**src/wbwc_pkg.sv**
```systemverilog
// Constants, field layouts and carrier types of the watchdog, bus and wake control registers.
// Assumes one 10 MHz clock; the serial frame is 16 bits, MSB first.
package wbwc_pkg;

  // ==========================================================
  // Register addresses (7-bit serial address)
  localparam logic [6:0] ADDR_WATCHDOG_CONFIGURATION = 7'h03;
  localparam logic [6:0] ADDR_TRANSCEIVER_MODE_CONTROL = 7'h04;
  localparam logic [6:0] ADDR_INTERNAL_WAKE_CONTROL = 7'h06;
  localparam logic [6:0] ADDR_EXTERNAL_WAKE_CONTROL = 7'h07;

  // ==========================================================
  // Implemented bits, power-on values, restart and fail-safe patterns
  localparam logic [7:0] WD_MASK = 8'hf7;
  localparam logic [7:0] WD_POR = 8'h14;
  localparam logic [7:0] WD_RST_KEEP = 8'hb0;
  localparam logic [7:0] WD_RST_VAL = 8'h04;
  localparam logic [7:0] BUS_MASK = 8'h03;
  localparam logic [7:0] BUS_POR = 8'h00;
  localparam logic [7:0] BUS_FAIL_SAFE = 8'h01;
  localparam logic [7:0] IWK_MASK = 8'h44;
  localparam logic [7:0] IWK_POR = 8'h00;
  localparam logic [7:0] IWK_RST_KEEP = 8'h40;
  localparam logic [7:0] EWK_MASK = 8'ha1;
  localparam logic [7:0] EWK_POR = 8'h01;
  localparam logic [7:0] EWK_RST_KEEP = 8'ha1;
  localparam logic [7:0] EWK_FS_KEEP = 8'ha0;
  localparam logic [7:0] EWK_FS_SET = 8'h01;

  // ==========================================================
  // Field positions
  localparam int WD_STOP_DISABLE_A_BIT = 6;
  localparam int WD_TYPE_BIT = 5;
  localparam int WD_BUS_WAKE_BIT = 4;
  localparam int WD_PERIOD_LSB = 0;
  localparam int IWK_TIMER_WAKE_BIT = 6;
  localparam int IWK_STOP_DISABLE_B_BIT = 2;
  localparam int EWK_INT_SCOPE_BIT = 7;
  localparam int EWK_VSENSE_BIT = 5;
  localparam int EWK_PIN_ENABLE_BIT = 0;

  // ==========================================================
  // Transceiver modes
  localparam logic [1:0] CAN_OFF = 2'h0;
  localparam logic [1:0] CAN_WAKE_CAPABLE = 2'h1;
  localparam logic [1:0] CAN_RECEIVE_ONLY = 2'h2;
  localparam logic [1:0] CAN_NORMAL = 2'h3;

  // ==========================================================
  // Watchdog periods in milliseconds, one per period code
  localparam logic [13:0] WD_PER_0_MS = 14'd10;
  localparam logic [13:0] WD_PER_1_MS = 14'd20;
  localparam logic [13:0] WD_PER_2_MS = 14'd50;
  localparam logic [13:0] WD_PER_3_MS = 14'd100;
  localparam logic [13:0] WD_PER_4_MS = 14'd200;
  localparam logic [13:0] WD_PER_5_MS = 14'd500;
  localparam logic [13:0] WD_PER_6_MS = 14'd1000;
  localparam logic [13:0] WD_PER_7_MS = 14'd10000;

  // ==========================================================
  // Serial frame
  localparam logic [4:0] SPI_FRAME_BITS = 5'd16;
  localparam logic [4:0] SPI_ADDR_BITS = 5'd8;
  localparam logic [4:0] SPI_OVERRUN = 5'd17;
  localparam int SPI_WR_BIT = 15;

  // ==========================================================
  // Carriers
  typedef struct packed {
    logic valid;
    logic wr;
    logic [6:0] addr;
    logic [7:0] data;
  } wbwc_req_t;

  typedef struct packed {
    logic soft_reset;
    logic restart;
    logic fail_safe;
    logic stop_to_normal;
    logic [1:0] restart_can_mode;
  } wbwc_evt_t;

  typedef struct packed {
    logic sck_d;
    logic csn_d;
    logic [4:0] cnt;
    logic [15:0] sh;
    logic [7:0] out;
    logic sdo;
    wbwc_req_t req;
  } wbwc_spi_state_t;

  typedef struct packed {
    logic [7:0] wd;
    logic [7:0] bus;
    logic [7:0] iwk;
    logic [7:0] ewk;
    logic init_pending;
    logic spi_fail;
    logic stop_off;
    logic pin_wake;
    logic [13:0] period_ms;
  } wbwc_state_t;

  // Period code to milliseconds; used by the logic and its checks
  function automatic logic [13:0] wbwc_period_ms(input logic [2:0] code);
    logic [13:0] ms;
    ms = WD_PER_0_MS;
    unique case (code)
      3'h0: ms = WD_PER_0_MS;
      3'h1: ms = WD_PER_1_MS;
      3'h2: ms = WD_PER_2_MS;
      3'h3: ms = WD_PER_3_MS;
      3'h4: ms = WD_PER_4_MS;
      3'h5: ms = WD_PER_5_MS;
      3'h6: ms = WD_PER_6_MS;
      3'h7: ms = WD_PER_7_MS;
    endcase
    return ms;
  endfunction

endpackage

```
**src/wbwc_ctrl_regs.sv**
```systemverilog
// Watchdog, transceiver and wake control registers of the system basis chip.
// Assumes the mode logic gives one-cycle event pulses and that serial pins are synchronous.
//
// Operation
// - Watchdog config bit 6: first stop-mode watchdog disable request.
// - Watchdog config bit 5: zero time-out watchdog, one window watchdog.
// - Watchdog config bit 4: start watchdog with long window after bus wake.
// - Period codes 0..7 give 10,20,50,100,200,500,1000,10000 ms.
// - Reserved bits always read as zero.
// - Restart loads watchdog config with x0xx 0100.
// - Transceiver mode: off, wake capable, receive only, normal.
// - Restart clears bus control bits 7..2; mode comes from restart cause.
// - Fail-safe entry forces bus control to 0000 0001.
// - Development mode: power-on and soft-reset transceiver mode is normal.
// - Internal wake bit 6 enables the cyclic timer as wake source.
// - Watchdog off in stop mode only when both disable bits are one.
// - Stop to normal transition clears the second disable bit.
// - Restart clears internal wake control except the timer wake enable.
// - External wake bit 7: interrupt from wake sources only, or all status.
// - External wake bit 5 selects voltage sensing; pin then gives no wakes.
// - External wake bit 0 enables the high-voltage wake pin.
// - External wake resets to 0000 0001; restart keeps bits 7, 5, 0.
// - Fail-safe with sensing off forces external wake to x0x0 0001.
// - Setting sensing select while fail output active is refused and flagged.
`timescale 1ns/1ps
module wbwc_ctrl_regs
  import wbwc_pkg::*;
(
  input wire logic mclk_i,
  input wire logic rst_b_i,
  input wire logic sck_i,
  input wire logic csn_b_i,
  input wire logic sdi_i,
  input wire logic dev_mode_i,
  input wire logic fail_out_active_i,
  input wire wbwc_pkg::wbwc_evt_t evt_i,
  output logic sdo_o,
  output logic stop_wdog_disable_a_o,
  output logic watchdog_type_select_o,
  output logic watchdog_start_on_bus_wake_o,
  output logic [2:0] watchdog_period_select_o,
  output logic [13:0] watchdog_period_ms_o,
  output logic stop_wdog_off_o,
  output logic [1:0] can_mode_o,
  output logic cyclic_timer_wake_enable_o,
  output logic stop_wdog_disable_b_o,
  output logic interrupt_scope_all_o,
  output logic voltage_sense_select_o,
  output logic wake_pin_enable_o,
  output logic wake_pin_events_o,
  output logic spi_fail_set_o
);
  import wbwc_pkg::*;

  localparam wbwc_state_t ST_POR = '{
    wd: WD_POR,
    bus: BUS_POR,
    iwk: IWK_POR,
    ewk: EWK_POR,
    init_pending: 1'b1,
    spi_fail: 1'b0,
    stop_off: 1'b0,
    pin_wake: 1'b1,
    period_ms: WD_PER_4_MS
  };

  // ==========================================================
  // Reset release
  logic rst_q1;
  logic rst_n;

  always_ff @(posedge mclk_i or negedge rst_b_i) begin
    if (!rst_b_i) begin
      rst_q1 <= 1'b0;
      rst_n <= 1'b0;
    end else begin
      rst_q1 <= 1'b1;
      rst_n <= rst_q1;
    end
  end

  // ==========================================================
  // Serial access
  logic [6:0] rd_addr;
  logic [7:0] rd_data;
  wbwc_req_t req;
  wbwc_state_t st;
  wbwc_state_t next_st;

  wbwc_spi_frame u_spi (
    .mclk_i(mclk_i),
    .rst_b_i(rst_n),
    .sck_i(sck_i),
    .csn_b_i(csn_b_i),
    .sdi_i(sdi_i),
    .rd_data_i(rd_data),
    .addr_o(rd_addr),
    .sdo_o(sdo_o),
    .req_o(req)
  );

  // Unmapped addresses read as zero
  always_comb begin
    rd_data = '0;
    unique case (rd_addr)
      ADDR_WATCHDOG_CONFIGURATION: rd_data = st.wd & WD_MASK;
      ADDR_TRANSCEIVER_MODE_CONTROL: rd_data = st.bus & BUS_MASK;
      ADDR_INTERNAL_WAKE_CONTROL: rd_data = st.iwk & IWK_MASK;
      ADDR_EXTERNAL_WAKE_CONTROL: rd_data = st.ewk & EWK_MASK;
      default: rd_data = '0;
    endcase
  end

  // ==========================================================
  // Register update
  logic vsense_refused;

  always_comb begin
    // Sensing may not be chosen while the fail output already signals
    vsense_refused = req.valid && req.wr && req.addr == ADDR_EXTERNAL_WAKE_CONTROL
      && req.data[EWK_VSENSE_BIT] && fail_out_active_i;
    next_st = st;
    next_st.spi_fail = 1'b0;
    next_st.init_pending = 1'b0;
    // The strap is caught on the first edge after release, never by the reset
    if (st.init_pending && dev_mode_i) begin
      next_st.bus = {6'h00, CAN_NORMAL};
    end
    if (evt_i.soft_reset) begin
      next_st.wd = WD_POR;
      next_st.bus = dev_mode_i ? {6'h00, CAN_NORMAL} : BUS_POR;
      next_st.iwk = IWK_POR;
      next_st.ewk = EWK_POR;
    end else if (evt_i.restart) begin
      next_st.wd = (st.wd & WD_RST_KEEP) | WD_RST_VAL;
      next_st.bus = {6'h00, evt_i.restart_can_mode};
      next_st.iwk = st.iwk & IWK_RST_KEEP;
      next_st.ewk = st.ewk & EWK_RST_KEEP;
    end else if (evt_i.fail_safe) begin
      next_st.bus = BUS_FAIL_SAFE;
      if (!st.ewk[EWK_VSENSE_BIT]) begin
        next_st.ewk = (st.ewk & EWK_FS_KEEP) | EWK_FS_SET;
      end
    end else if (req.valid && req.wr) begin
      unique case (req.addr)
        ADDR_WATCHDOG_CONFIGURATION: begin
          // Parity is the host's duty; the check bit is stored as written
          next_st.wd = req.data & WD_MASK;
        end
        ADDR_TRANSCEIVER_MODE_CONTROL: begin
          next_st.bus = req.data & BUS_MASK;
        end
        ADDR_INTERNAL_WAKE_CONTROL: begin
          next_st.iwk = req.data & IWK_MASK;
        end
        ADDR_EXTERNAL_WAKE_CONTROL: begin
          if (vsense_refused) begin
            next_st.spi_fail = 1'b1;
          end else begin
            next_st.ewk = req.data & EWK_MASK;
          end
        end
        default: begin
          next_st.spi_fail = 1'b0;
        end
      endcase
    end
    // Hardware clear wins over a write landing in the same cycle
    if (evt_i.stop_to_normal) begin
      next_st.iwk[IWK_STOP_DISABLE_B_BIT] = 1'b0;
    end
    // Derived outputs follow the registers in the same cycle
    next_st.stop_off = next_st.wd[WD_STOP_DISABLE_A_BIT]
      && next_st.iwk[IWK_STOP_DISABLE_B_BIT];
    next_st.pin_wake = next_st.ewk[EWK_PIN_ENABLE_BIT]
      && !next_st.ewk[EWK_VSENSE_BIT];
    next_st.period_ms = wbwc_period_ms(next_st.wd[2:0]);
  end

  always_ff @(posedge mclk_i or negedge rst_n) begin
    if (!rst_n) begin
      st <= ST_POR;
    end else begin
      st <= next_st;
    end
  end

  // ==========================================================
  // Outputs
  assign stop_wdog_disable_a_o = st.wd[WD_STOP_DISABLE_A_BIT];
  assign watchdog_type_select_o = st.wd[WD_TYPE_BIT];
  assign watchdog_start_on_bus_wake_o = st.wd[WD_BUS_WAKE_BIT];
  assign watchdog_period_select_o = st.wd[2:0];
  assign watchdog_period_ms_o = st.period_ms;
  assign stop_wdog_off_o = st.stop_off;
  assign can_mode_o = st.bus[1:0];
  assign cyclic_timer_wake_enable_o = st.iwk[IWK_TIMER_WAKE_BIT];
  assign stop_wdog_disable_b_o = st.iwk[IWK_STOP_DISABLE_B_BIT];
  assign interrupt_scope_all_o = st.ewk[EWK_INT_SCOPE_BIT];
  assign voltage_sense_select_o = st.ewk[EWK_VSENSE_BIT];
  assign wake_pin_enable_o = st.ewk[EWK_PIN_ENABLE_BIT];
  assign wake_pin_events_o = st.pin_wake;
  assign spi_fail_set_o = st.spi_fail;

  // ==========================================================
  // Checks
  a_reserved_zero: assert property (@(posedge mclk_i) disable iff (!rst_n)
    (st.wd & ~WD_MASK) == 8'h00 && (st.bus & ~BUS_MASK) == 8'h00
    && (st.iwk & ~IWK_MASK) == 8'h00 && (st.ewk & ~EWK_MASK) == 8'h00)
    else $error("reserved bit holds a one");

  a_restart_wdog: assert property (@(posedge mclk_i) disable iff (!rst_n)
    evt_i.restart && !evt_i.soft_reset |=>
      st.wd == (($past(st.wd) & WD_RST_KEEP) | WD_RST_VAL))
    else $error("watchdog config wrong after restart");

  a_restart_bus: assert property (@(posedge mclk_i) disable iff (!rst_n)
    evt_i.restart && !evt_i.soft_reset |=>
      st.bus == {6'h00, $past(evt_i.restart_can_mode)})
    else $error("bus control wrong after restart");

  a_failsafe_bus: assert property (@(posedge mclk_i) disable iff (!rst_n)
    evt_i.fail_safe && !evt_i.restart && !evt_i.soft_reset |=> can_mode_o == CAN_WAKE_CAPABLE)
    else $error("fail-safe did not make transceiver wake capable");

  a_failsafe_wake: assert property (@(posedge mclk_i) disable iff (!rst_n)
    evt_i.fail_safe && !evt_i.restart && !evt_i.soft_reset && !voltage_sense_select_o
      |=> wake_pin_enable_o && wake_pin_events_o && st.ewk[EWK_INT_SCOPE_BIT]
        == $past(st.ewk[EWK_INT_SCOPE_BIT]))
    else $error("fail-safe did not enable the wake pin");

  a_softrst_can: assert property (@(posedge mclk_i) disable iff (!rst_n)
    evt_i.soft_reset |=> can_mode_o == ($past(dev_mode_i) ? CAN_NORMAL : CAN_OFF))
    else $error("soft reset transceiver mode wrong");

  a_stop_clear: assert property (@(posedge mclk_i) disable iff (!rst_n)
    evt_i.stop_to_normal |=> !stop_wdog_disable_b_o && !stop_wdog_off_o)
    else $error("second disable bit survived stop to normal");

  a_restart_iwk: assert property (@(posedge mclk_i) disable iff (!rst_n)
    evt_i.restart && !evt_i.soft_reset |=> st.iwk == ($past(st.iwk) & IWK_RST_KEEP))
    else $error("internal wake control wrong after restart");

  a_restart_ewk: assert property (@(posedge mclk_i) disable iff (!rst_n)
    evt_i.restart && !evt_i.soft_reset |=> st.ewk == ($past(st.ewk) & EWK_RST_KEEP))
    else $error("external wake control wrong after restart");

  a_stop_off: assert property (@(posedge mclk_i) disable iff (!rst_n)
    stop_wdog_off_o == (stop_wdog_disable_a_o && stop_wdog_disable_b_o))
    else $error("stop-mode watchdog off disagrees with disable bits");

  a_period_map: assert property (@(posedge mclk_i) disable iff (!rst_n)
    watchdog_period_ms_o == wbwc_period_ms(watchdog_period_select_o))
    else $error("watchdog period does not match code");

  a_vsense_refuse: assert property (@(posedge mclk_i) disable iff (!rst_n)
    vsense_refused && !evt_i.soft_reset && !evt_i.restart && !evt_i.fail_safe
      |=> spi_fail_set_o && voltage_sense_select_o == $past(voltage_sense_select_o))
    else $error("sensing select write not refused");

  a_pin_events: assert property (@(posedge mclk_i) disable iff (!rst_n)
    voltage_sense_select_o |-> !wake_pin_events_o)
    else $error("wake pin events while sensing");

  a_write_wdog: assert property (@(posedge mclk_i) disable iff (!rst_n)
    req.valid && req.wr && req.addr == ADDR_WATCHDOG_CONFIGURATION
      && !evt_i.soft_reset && !evt_i.restart && !evt_i.fail_safe
      |=> st.wd == ($past(req.data) & WD_MASK))
    else $error("watchdog config write not applied");

  a_write_bus: assert property (@(posedge mclk_i) disable iff (!rst_n)
    req.valid && req.wr && req.addr == ADDR_TRANSCEIVER_MODE_CONTROL
      && !evt_i.soft_reset && !evt_i.restart && !evt_i.fail_safe
      |=> st.bus == ($past(req.data) & BUS_MASK))
    else $error("transceiver mode write not applied");

  a_write_iwk: assert property (@(posedge mclk_i) disable iff (!rst_n)
    req.valid && req.wr && req.addr == ADDR_INTERNAL_WAKE_CONTROL && !evt_i.stop_to_normal
      && !evt_i.soft_reset && !evt_i.restart && !evt_i.fail_safe
      |=> st.iwk == ($past(req.data) & IWK_MASK))
    else $error("internal wake write not applied");

  a_write_ewk: assert property (@(posedge mclk_i) disable iff (!rst_n)
    req.valid && req.wr && req.addr == ADDR_EXTERNAL_WAKE_CONTROL && !vsense_refused
      && !evt_i.soft_reset && !evt_i.restart && !evt_i.fail_safe
      |=> st.ewk == ($past(req.data) & EWK_MASK))
    else $error("external wake write not applied");

  a_softrst_regs: assert property (@(posedge mclk_i) disable iff (!rst_n)
    evt_i.soft_reset |=> st.wd == WD_POR && st.iwk == IWK_POR && st.ewk == EWK_POR)
    else $error("soft reset values wrong");

  a_dev_init: assert property (@(posedge mclk_i) disable iff (!rst_n)
    st.init_pending && dev_mode_i && !evt_i.restart && !evt_i.fail_safe && !req.valid
      |=> can_mode_o == CAN_NORMAL)
    else $error("development mode did not start transceiver normal");

  // Without a frame or an event nothing may move, so partial frames leave no trace
  a_idle_hold: assert property (@(posedge mclk_i) disable iff (!rst_n)
    !req.valid && evt_i == '0 && !st.init_pending
      |=> st.wd == $past(st.wd) && st.bus == $past(st.bus)
        && st.iwk == $past(st.iwk) && st.ewk == $past(st.ewk))
    else $error("register changed without frame or event");

  a_fail_cause: assert property (@(posedge mclk_i) disable iff (!rst_n)
    spi_fail_set_o |-> $past(vsense_refused))
    else $error("serial failure flag without refused write");

endmodule // wbwc_ctrl_regs

```
**src/wbwc_spi_frame.sv**
```systemverilog
// Serial frame receiver and read-data shifter (clock idle low, sample on rising edge).
// Assumes serial pins already synchronous to mclk and a serial clock at most mclk/4.
`timescale 1ns/1ps
module wbwc_spi_frame
  import wbwc_pkg::*;
(
  input wire logic mclk_i,
  input wire logic rst_b_i,
  input wire logic sck_i,
  input wire logic csn_b_i,
  input wire logic sdi_i,
  input wire logic [7:0] rd_data_i,
  output logic [6:0] addr_o,
  output logic sdo_o,
  output wbwc_pkg::wbwc_req_t req_o
);
  import wbwc_pkg::*;

  wbwc_spi_state_t st;
  wbwc_spi_state_t next_st;

  // ==========================================================
  // Frame sequencing
  always_comb begin
    next_st = st;
    next_st.sck_d = sck_i;
    next_st.csn_d = csn_b_i;
    next_st.req = '0;
    if (csn_b_i) begin
      // Only a frame of exactly sixteen clocks is applied, and only at its end
      if (!st.csn_d && st.cnt == SPI_FRAME_BITS) begin
        next_st.req.valid = 1'b1;
        next_st.req.wr = st.sh[SPI_WR_BIT];
        next_st.req.addr = st.sh[14:8];
        next_st.req.data = st.sh[7:0];
      end
      next_st.cnt = '0;
      next_st.out = '0;
      next_st.sdo = 1'b0;
    end else if (sck_i && !st.sck_d) begin
      next_st.sh = {st.sh[14:0], sdi_i};
      if (st.cnt != SPI_OVERRUN) begin
        next_st.cnt = st.cnt + 5'd1;
      end
    end else if (!sck_i && st.sck_d) begin
      // Reply shows the register as it stood before this frame's write
      if (st.cnt == SPI_ADDR_BITS) begin
        next_st.sdo = rd_data_i[7];
        next_st.out = {rd_data_i[6:0], 1'b0};
      end else if (st.cnt > SPI_ADDR_BITS) begin
        next_st.sdo = st.out[7];
        next_st.out = {st.out[6:0], 1'b0};
      end
    end
  end

  always_ff @(posedge mclk_i or negedge rst_b_i) begin
    if (!rst_b_i) begin
      st <= '{sck_d: 1'b0, csn_d: 1'b1, default: '0};
    end else begin
      st <= next_st;
    end
  end

  assign addr_o = st.sh[6:0];
  assign sdo_o = st.sdo;
  assign req_o = st.req;

  // ==========================================================
  // Checks
  a_frame_whole: assert property (@(posedge mclk_i) disable iff (!rst_b_i)
    req_o.valid |-> csn_b_i && $past(st.cnt) == SPI_FRAME_BITS)
    else $error("request issued without a complete frame");

endmodule // wbwc_spi_frame
```
**config.mk**
```make
export PLATFORM = sky130hd
export DESIGN_NAME = wbwc_ctrl_regs
export DESIGN_NICKNAME = d
export VERILOG_FILES = /design/src/wbwc_pkg.sv /design/src/wbwc_ctrl_regs.sv /design/src/wbwc_spi_frame.sv
export SDC_FILE = /design/constraint.sdc
export NUM_CORES = 1
export LEC_CHECK = 0
export ABC_CLOCK_PERIOD_IN_PS = 2300
export BUFFER_PORTS_ARGS = -buffer_cell sky130_fd_sc_hd__buf_2
export CORE_AREA = 10 10 95 97
export CTS_CLUSTER_DIAMETER = 40
export DETAILED_ROUTE_END_ITERATION = 10
export DIE_AREA = 0 0 105 107
export PLACE_DENSITY = 0.73
export SLEW_MARGIN = 0
export SYNTH_ARGS = -nofsm -noshare
export SYNTH_HDL_FRONTEND = slang
export SYNTH_SLANG_ARGS = --single-unit
```
**constraint.sdc**
```tcl
create_clock -name mclk_i -period 2.3 [get_ports mclk_i]
set_input_delay 0.115 -clock mclk_i [delete_from_list [all_inputs] [get_ports mclk_i]]
set_output_delay 0.115 -clock mclk_i [all_outputs]
set_load 0.02 [all_outputs]
```
### Yosys cells after proc, flatten, opt, wreduce, memory -nomap -nowiden

Memory sizes are Yosys's and may differ from the RTL's. A register that Yosys moved wholly into a read port is not among the register bits.
Cells that the tools add are included.

* order comparisons: 1
* reduce and logical (&&, ||, !) cells: 29
* add/subtract/negate cells: 1
* equality and inequality tests: 15
* mux-type cells: 33
* bitwise logic cells: 1

Operators by type and width (number)
* two-way mux 32 bit: 3
* two-way mux 8 bit: 10
* two-way mux 9 bit: 5
* equality test 7 x 3 -> 1 bit, second input constant: 6
* two-way mux 17 bit: 2
* case mux 8 bit (4 select lines): 1
* two-way mux 21 bit: 1
* equality test 7 x 2 -> 1 bit, second input constant: 2
* nonzero test 2 bit: 7
* logical AND 1 bit: 10
* two-way mux 5 bit: 2
* AND reduction 4 bit: 2
* two-way mux 1 bit: 7
* two-way mux 7 bit: 1
* adder 5 x 1 -> 5 bit, second input constant: 1
* equality test 5 x 4 -> 1 bit, second input constant: 1
* equality test 5 bit, second input constant: 1
* > comparator 5 x 4 -> 1 bit, second input constant: 1
* logical NOT 1 bit: 5
* != test 5 bit, second input constant: 1
* AND reduction 5 bit: 1
* != test 2 x 1 -> 1 bit, second input constant: 2
* != test 2 bit, second input constant: 2
* AND reduction 2 bit: 2
* 4 further kinds: 4

* output and inout bits: 31
* memory bits (read-only): 88
* input bits: 13
* register bits: 89
* memories: 1

Memories
* (no name shown): words 8, bits a word 11, rd ports 1, clocked after memory_dff 1, wr ports 0, line wbwc_pkg.sv:110 `unique case (code)`

### Longest topological paths before layout

Gate-level depths: netlist of run 1.

* word-level depth: 12
* depth in mapped cells: 8
* depth with buffers taken out: 7

### Hierarchy

From an unflattened synthesis of run 1, not the netlist that was laid out.

* cells, all modules: 326
* area, all modules: 3814.9 µm²

By module, submodules not included
* wbwc_spi_frame: sequential area each 1202.4 µm², instances 1, area each 2134.5 µm², cells each 161
* wbwc_ctrl_regs: sequential area each 760.7 µm², instances 1, area each 1680.4 µm², cells each 165

### Worst setup path before layout of run 1

OpenSTA, ideal clock, no wires.

* path kind: register to register
* start point: register u_spi.st (netlist bit u_spi.req_o[12])
* end point: register watchdog_period_ms_o[5] (netlist name)
* arrival time: 2.142 ns
* path slack: 0.064 ns
* buffers on the path: 0
* stages on the path, launching flop included: 8
* path through: dfrtp_1 > or3b_4 > nor4_4 > mux2i_1 > or2_2 > ha_1 > a21oi_1 > a211oi_1

* longest elaborated chain between the ends: 6

Ends and longest elaborated chain
* from (decl): line wbwc_spi_frame.sv:19 `wbwc_spi_state_t st;`
* from (signal assigned): line wbwc_spi_frame.sv:61 `st <= next_st;`
* equality test 7 x 2 -> 1 bit: line wbwc_ctrl_regs.sv:145 `unique case (req.addr)`
* two-way mux 8 bit: line wbwc_ctrl_regs.sv:145
* two-way mux 32 bit: line wbwc_ctrl_regs.sv:144 `end else if (req.valid && req.wr) begin`
* two-way mux 8 bit: line wbwc_ctrl_regs.sv:139 `end else if (evt_i.fail_safe) begin`
* two-way mux 32 bit: line wbwc_ctrl_regs.sv:134 `end else if (evt_i.restart) begin`
* two-way mux 32 bit: line wbwc_ctrl_regs.sv:129 `if (evt_i.soft_reset) begin`

Every way passes these cells. The select of a mux whose other input is x is not followed.
A chain may end at the register's enable or synchronous reset.

### Worst setup path after layout of run 1

* start point: register u_spi.st (netlist bit u_spi.req_o[12])
* end point: register watchdog_period_ms_o[5] (netlist name)

* longest elaborated chain between the ends: 6

Ends and longest elaborated chain (line)
* equality test 7 x 2 -> 1 bit: wbwc_ctrl_regs.sv:145
* two-way mux 8 bit: wbwc_ctrl_regs.sv:145
* two-way mux 32 bit: wbwc_ctrl_regs.sv:144
* two-way mux 8 bit: wbwc_ctrl_regs.sv:139
* two-way mux 32 bit: wbwc_ctrl_regs.sv:134
* two-way mux 32 bit: wbwc_ctrl_regs.sv:129

Every way passes these cells. The select of a mux whose other input is x is not followed.

==> reports/results.tsv, run 1 <==
metric	value	unit
floorplan die height	107	um
Reg power frac	55.5	%
core area	7137	sq um
vias after detailed routing	2473	
post-CTS clock slew at the launch and capture registers of the worst setup and hold paths	0.08	ns
Filler Cell Count	626	
number of antenna diodes	0	
average via count per standard cell	5.388	
HPWL after DPL	5.180	mm
number of iterations in the first detailed-routing pass	4	
total standard cell area after synthesis	3593	sq um
CP Data Arrival Time	2.36	ns
internal reg-to-reg setup slack	0.15	ns
clock share of power	35.1	%
GRT Resource Usage Total	13.11	%
CTS tree	done	
number of cell rows	31	
Endpoint, Worst Hold	u_spi.addr_o[0]	
summed negative setup slack over all endpoints	0	ns
sequential fraction of the synthesis area	53.93	%
hold_sp	sdi_i	
starting density of the core	50.35	%
total number of clock tree sinks	77	
worst max-slew margin expressed relative to the limit	65.40	%
area of all sequential standard cells	1939	sq um
kind of critical path	flop to flop	
share of Yosys cell area claimed by the top area cell type	47.35	%
prevailing post-synth register cell	dfrtp_1	
net switching power	692.8	uW
maximum clock frequency	464.7	MHz
path depth of the worst reg2reg path	7	
Iter 0 DRT Violations	118	
vias in the first global route	2488	
count of antenna-violating nets left after detailed routing	0	
endpoint class of the critical path	flop	
type of origin of the critical path	flop	
cell taking the most area after synthesis	dfrtp_1	
internal power	2060	uW
leading cell types in the layout, fill and taps excluded	67 x dfrtp_1, 40 x buf_2, 17 x nor2_1	
flop and latch count out of synthesis	77	
amount of wire on met2 after detailed routing	3.415	mm
proportion of register bits with asynchronous set or reset after synthesis	100.0	%
sum of overflow across all layers after global routing	0	
highest metal layer with signal wires	met4	
max-capacitance violation count	0	
startpoint of the most critical register-to-register path	u_spi.req_o[12]	
Worst-Skew Late Latency	0.34	ns
result of the run	finished clean	
routed wirelength normalized by instance count	15.77	um
first-pass GRT wire length	12.06	mm
fraction of layout instances using a drive strength above 1	29.44	%
number of enable-type register cells in the synthesized netlist	0	
count of unique library cells instantiated by Yosys	55	
shortest period the worst path allows	2.152	ns
Multi-input gate area	1465	sq um
Post-Route WL	7.237	mm
maximum fanout along the worst path	4	
Combinational Power Share	9.4	%
most common cell after layout, fill and taps aside	dfrtp_1	
I/O pin cnt	44	
area growth from synthesis to layout	13.58	%
Post-Route M1 WL	3.108	mm
Hold Vio Cnt, Final	0	
leak pwr	0.001930	uW
depth of the worst hold-timing path	2	
pin count of the biggest net entering global routing	76	
number of levels in the clock H-tree	3	
net switching fraction of the power	25.17	%
transition time at the pin with the least slew margin	0.5142	ns
yosys synthesis warning count	0	
required time of the worst setup path	2.51	ns
largest voltage drop on the vdd net	302.6	uV
number of remaining DRC errors	0	
worst min-delay path class	primary input to flop	
number of max-slew violations in the final report	0	
die span in x	105	um
final weighted congestion in routability-driven placement	0.8466	
met3 wire len	584	um
Layout Skew	0.01183	ns
clock root buffer	clkbuf_8	
Mean Syn Cell Area	11.44	sq um
Final period util	93.57	%
destination of the worst register-to-register timing path	watchdog_period_ms_o[5]	
floorplan die area	11240	sq um
final core area utilization	57.19	%
initial antenna violation count	0	
clock buffers created by TritonCTS	9	
setup violators final	0	
total power per unit cell area	674.5	nW/um^2
synthesized netlist cell count	314	
number of nets in the finished design	375	
clock tree buffer depth	2	
number of buffer cells added on primary ports	40	
synth top area cells	dfrtp_1 47%, dfstp_2 6.6%, mux2_2 5.0%	
## Yosys cell counts, types with 3 or more instances
cell / instances
a21oi_1: 15
clkbuf_1: 8
and2_1: 15
inv_1: 9
nand3_1: 10
nor2_1: 17
nor2b_1: 5
nor4_1: 7
nor3b_1: 3
nand2_1: 14
or2_2: 4
and3_1: 3
nand4_1: 4
buf_4: 19
nor3_1: 7
mux2i_1: 12
a21o_1: 5
mux2_2: 16
dfstp_2: 9
dfrtp_1: 68
ha_1: 7
a22o_1: 5
o21ai_0: 8
## worst max-delay path, stage by stage (launching register included)
cell,delay (ns)
dfrtp_1,0.38
or3b_4,0.44
nor4_4,0.24
mux2i_1,0.14
or2_2,0.30
ha_1,0.32
a21oi_1,0.15
a211oi_2,0.06
## timing repair
item                                    CTS  global route
endpoints found under the setup margin    0             4
setup buffers                             0             3
hold endpoints to repair                  6             0
hold buffers                              4             0
gates resized for setup                   0             2
## logic make-up (layout without fill, tap and decap cells)
kind of cell / count (synthesis) / in the layout / share of synthesized area [%]
XOR/XNOR: 3 / 3 / 0.7313
multiplexers: 29 / 29 / 8.774
AO/OA/AOI/OAI: 54 / 54 / 10.52
buffers and inverters: 37 / 80 / 6.059
other: 2 / 5 / 0.2090
adder cells (fa/ha/maj): 7 / 7 / 2.437
AND/OR/NAND/NOR: 105 / 105 / 17.34
flip-flops: 77 / 77 / 53.93
## power by group through the flow
| stage | clock (uW) | sequential (uW) | combinational (uW) |
|---|---|---|---|
| detailed placement | 0 | 1550 | 255 |
| floorplan | 0 | 1530 | 202 |
| global placement | 0 | 1550 | 246 |
| finish | 966 | 1530 | 260 |
| CTS | 984 | 1530 | 262 |
| global route | 1060 | 1540 | 286 |
## routing by layer
layer / global-route usage, % / up-vias
met3: 4.251 / 12
met1: 15.57 / 1204
li1: - / 1179
met5: 0 / -
met4: 6.471 / 0
met2: 21.06 / 78
## registers in the layout (all words and copies together) (netlist names), 2 cells and up
name,count
u_spi.st,23
u_spi.req_o,16
watchdog_period_ms_o,10
u_spi.addr_o,7
watchdog_period_select_o,3
can_mode_o,2
st,2
## how the worst max path moves through the flow
stage                              end  depth (start not counted)            start  slack [ns]
3_5_place_dp   watchdog_period_ms_o[5]                          7  u_spi.req_o[12]        0.03
5_1_grt        watchdog_period_ms_o[5]                          7  u_spi.req_o[12]       -0.02
2_1_floorplan            can_mode_o[0]                          0            rst_n        0.01
3_3_place_gp   watchdog_period_ms_o[5]                          7  u_spi.req_o[12]        0.13
6_report       watchdog_period_ms_o[5]                          7  u_spi.req_o[12]        0.15
4_1_cts        watchdog_period_ms_o[5]                          7  u_spi.req_o[12]       0.009
## area by class of cell
class / instances / area share, %
sequential: 77 / 47.52
multi-input combinational: 203 / 35.90
timing repair buffer: 55 / 8.216
clock buffer: 11 / 3.219
tap: 99 / 3.035
clock inverter: 5 / 1.288
inverter: 9 / 0.8277
## stage by stage
| step | total power [uW] | area (sq um) | worst slack (ns) | std cells | hold WS, ns |
|---|---|---|---|---|---|
| 3_5_place_dp | 1807 | 3819 | 0.03478 | 436 | -0.09861 |
| 3_3_place_gp | 1795 | 3819 | 0.1338 | 436 | -0.09967 |
| 5_1_grt | 2888 | 4081 | -0.01921 | 459 | 0.009687 |
| 4_1_cts | 2773 | 4043 | 0.009491 | 456 | 0.001265 |
| 2_1_floorplan | 1729 | 3605 | 0.01251 | 317 | -0.1806 |
| 6_report | 2753 | 4081 | 0.1479 | 459 | 0.006507 |
Note: power is estimated with default switching activity, not from simulation.
==> run 2: changes to the inputs <==
==> constraint.sdc (replaced) <==
create_clock -name mclk_i -period 2.3 [get_ports mclk_i]
set_input_delay 0.345 -clock mclk_i [delete_from_list [all_inputs] [get_ports mclk_i]]
set_output_delay 0.345 -clock mclk_i [all_outputs]
set_load 0.02 [all_outputs]
==> reports/results.tsv, run 2 (same netlist as run 1, synthesis figures left out) <==
metric	value	unit
shortest period the worst path allows	2.114	ns
destination of the critical timing path	watchdog_period_ms_o[5]	
total number of clock tree sinks	77	
number of nets in the finished design	373	
worst max-slew margin expressed relative to the limit	59.59	%
kind of critical path	flop to flop	
transition time at the pin with the least slew margin	0.6061	ns
number of antenna diodes	0	
HPWL after DPL	5.329	mm
starting density of the core	50.35	%
internal reg-to-reg setup slack	0.19	ns
non-filler cells, final	457	
required time of the worst setup path	2.54	ns
clock buffers created by TritonCTS	9	
maximum clock frequency	473.0	MHz
core area	7137	sq um
first-pass GRT wire length	12.38	mm
Post-Route WL	7.201	mm
final core area utilization	57.03	%
number of max-slew violations in the final report	0	
Layout Skew	0.01705	ns
number of remaining DRC errors	0	
leak pwr	0.001929	uW
max reg flops	23	
vias after detailed routing	2470	
CP Data Arrival Time	2.36	ns
area of placed instances	3841	sq um
GRT Resource Usage Total	13.56	%
floorplan die height	107	um
area growth from synthesis to layout	13.27	%
fraction of layout instances using a drive strength above 1	29.61	%
I/O pin cnt	44	
number of cell rows	31	
Cells after DPL	439	
Worst-Skew Late Latency	0.34	ns
most common cell after layout, fill and taps aside	dfrtp_1	
clock tree buffer depth	2	
number of iterations in the first detailed-routing pass	4	
total power per unit cell area	701.6	nW/um^2
routed wirelength normalized by instance count	15.76	um
fin area	4070	sq um
max-capacitance violation count	0	
largest register by flop count	u_spi.st	
hold_sp	sck_i	
sum of overflow across all layers after global routing	0	
Hold Vio Cnt, Final	0	
startpoint of the most critical register-to-register path	u_spi.req_o[12]	
launching element of the worst setup path	u_spi.req_o[12]	
destination of the worst register-to-register timing path	watchdog_period_ms_o[5]	
post-CTS clock slew at the launch and capture registers of the worst setup and hold paths	0.08	ns
average via count per standard cell	5.405	
initial antenna violation count	0	
Final period util	91.92	%
setup repair after global routing missed its margin	false	
CTS tree	done	
setup violators final	0	
clock root buffer	clkbuf_8	
leading cell types in the layout, fill and taps excluded	67 x dfrtp_1, 40 x buf_2, 17 x nor2_1	
type of origin of the critical path	flop	
Iter 0 DRT Violations	151	
pin count of the biggest net entering global routing	49	
path depth of the worst reg2reg path	7	
vias in the first global route	2452	
maximum fanout along the worst path	4	
summed negative setup slack over all endpoints	0	ns
endpoint class of the critical path	flop	
result of the run	finished clean	
number of levels in the clock H-tree	3	
overall power after layout	2856	uW
largest voltage drop on the vdd net	313.3	uV
number of buffer cells added on primary ports	40	
die span in x	105	um
final weighted congestion in routability-driven placement	0.9067	
count of antenna-violating nets left after detailed routing	0	
floorplan die area	11240	sq um
worst min-delay path class	primary input to flop	
## run 2: layer usage
metal | vias to the layer above | wire (um) | global-route usage, %
li1 | 1174 | - | -
met1 | 1210 | 3211 | 16.87
met2 | 72 | 3319 | 20.93
met3 | 14 | 504 | 4.072
met4 | 0 | 165 | 7.059
met5 | - | 0 | 0
## run 2: how the worst min path moves through the flow
stage	to	slack, ns	cells after the start
after floorplan	rst_n	0.05	0
after global placement	rst_q1	0.13	1
after detailed placement	rst_q1	0.13	1
after CTS	u_spi.st[48]	0.12	1
after global routing	u_spi.st[48]	0.13	1
final	u_spi.st[48]	0.13	1
## run 2: what timing repair did
action                                 CTS  global route
endpoints found under the hold margin    2             0
gates resized for setup                  0             1
hold buffers                             1             0
buffers inserted                         0             1
setup endpoints to repair                0             1
## run 2: critical path: stages (launching register included)
cell      delay (ns)
dfrtp_1         0.38
or3b_4          0.44
nor4_4          0.25
mux2i_1         0.14
or2_2           0.30
ha_1            0.30
a21oi_1         0.04
a211oi_1        0.18
## run 2: through the flow
step	worst slack, ns	hold slack (ns)
2_1_floorplan	0.01251	0.04941
3_3_place_gp	0.1522	0.1301
3_5_place_dp	0.09018	0.1325
4_1_cts	0.06517	0.1179
5_1_grt	0.02243	0.1278
6_report	0.1858	0.1308
## run 2: layout make-up
type / count / area [sq um]
fill: 637 / 3067
sequential: 77 / 1939
tap: 99 / 123.9
inverter: 9 / 33.78
clock inverter: 5 / 77.57
clock buffer: 11 / 131.4
timing repair buffer: 53 / 312.8
multi-input combinational: 203 / 1451
## run 2: power by group
group          switching [uW]  internal (uW)  total, uW  leakage, uW
clock                     464            608       1070     0.000103
combinational             125            125        251     0.000807
sequential               96.1           1440       1530      0.00102
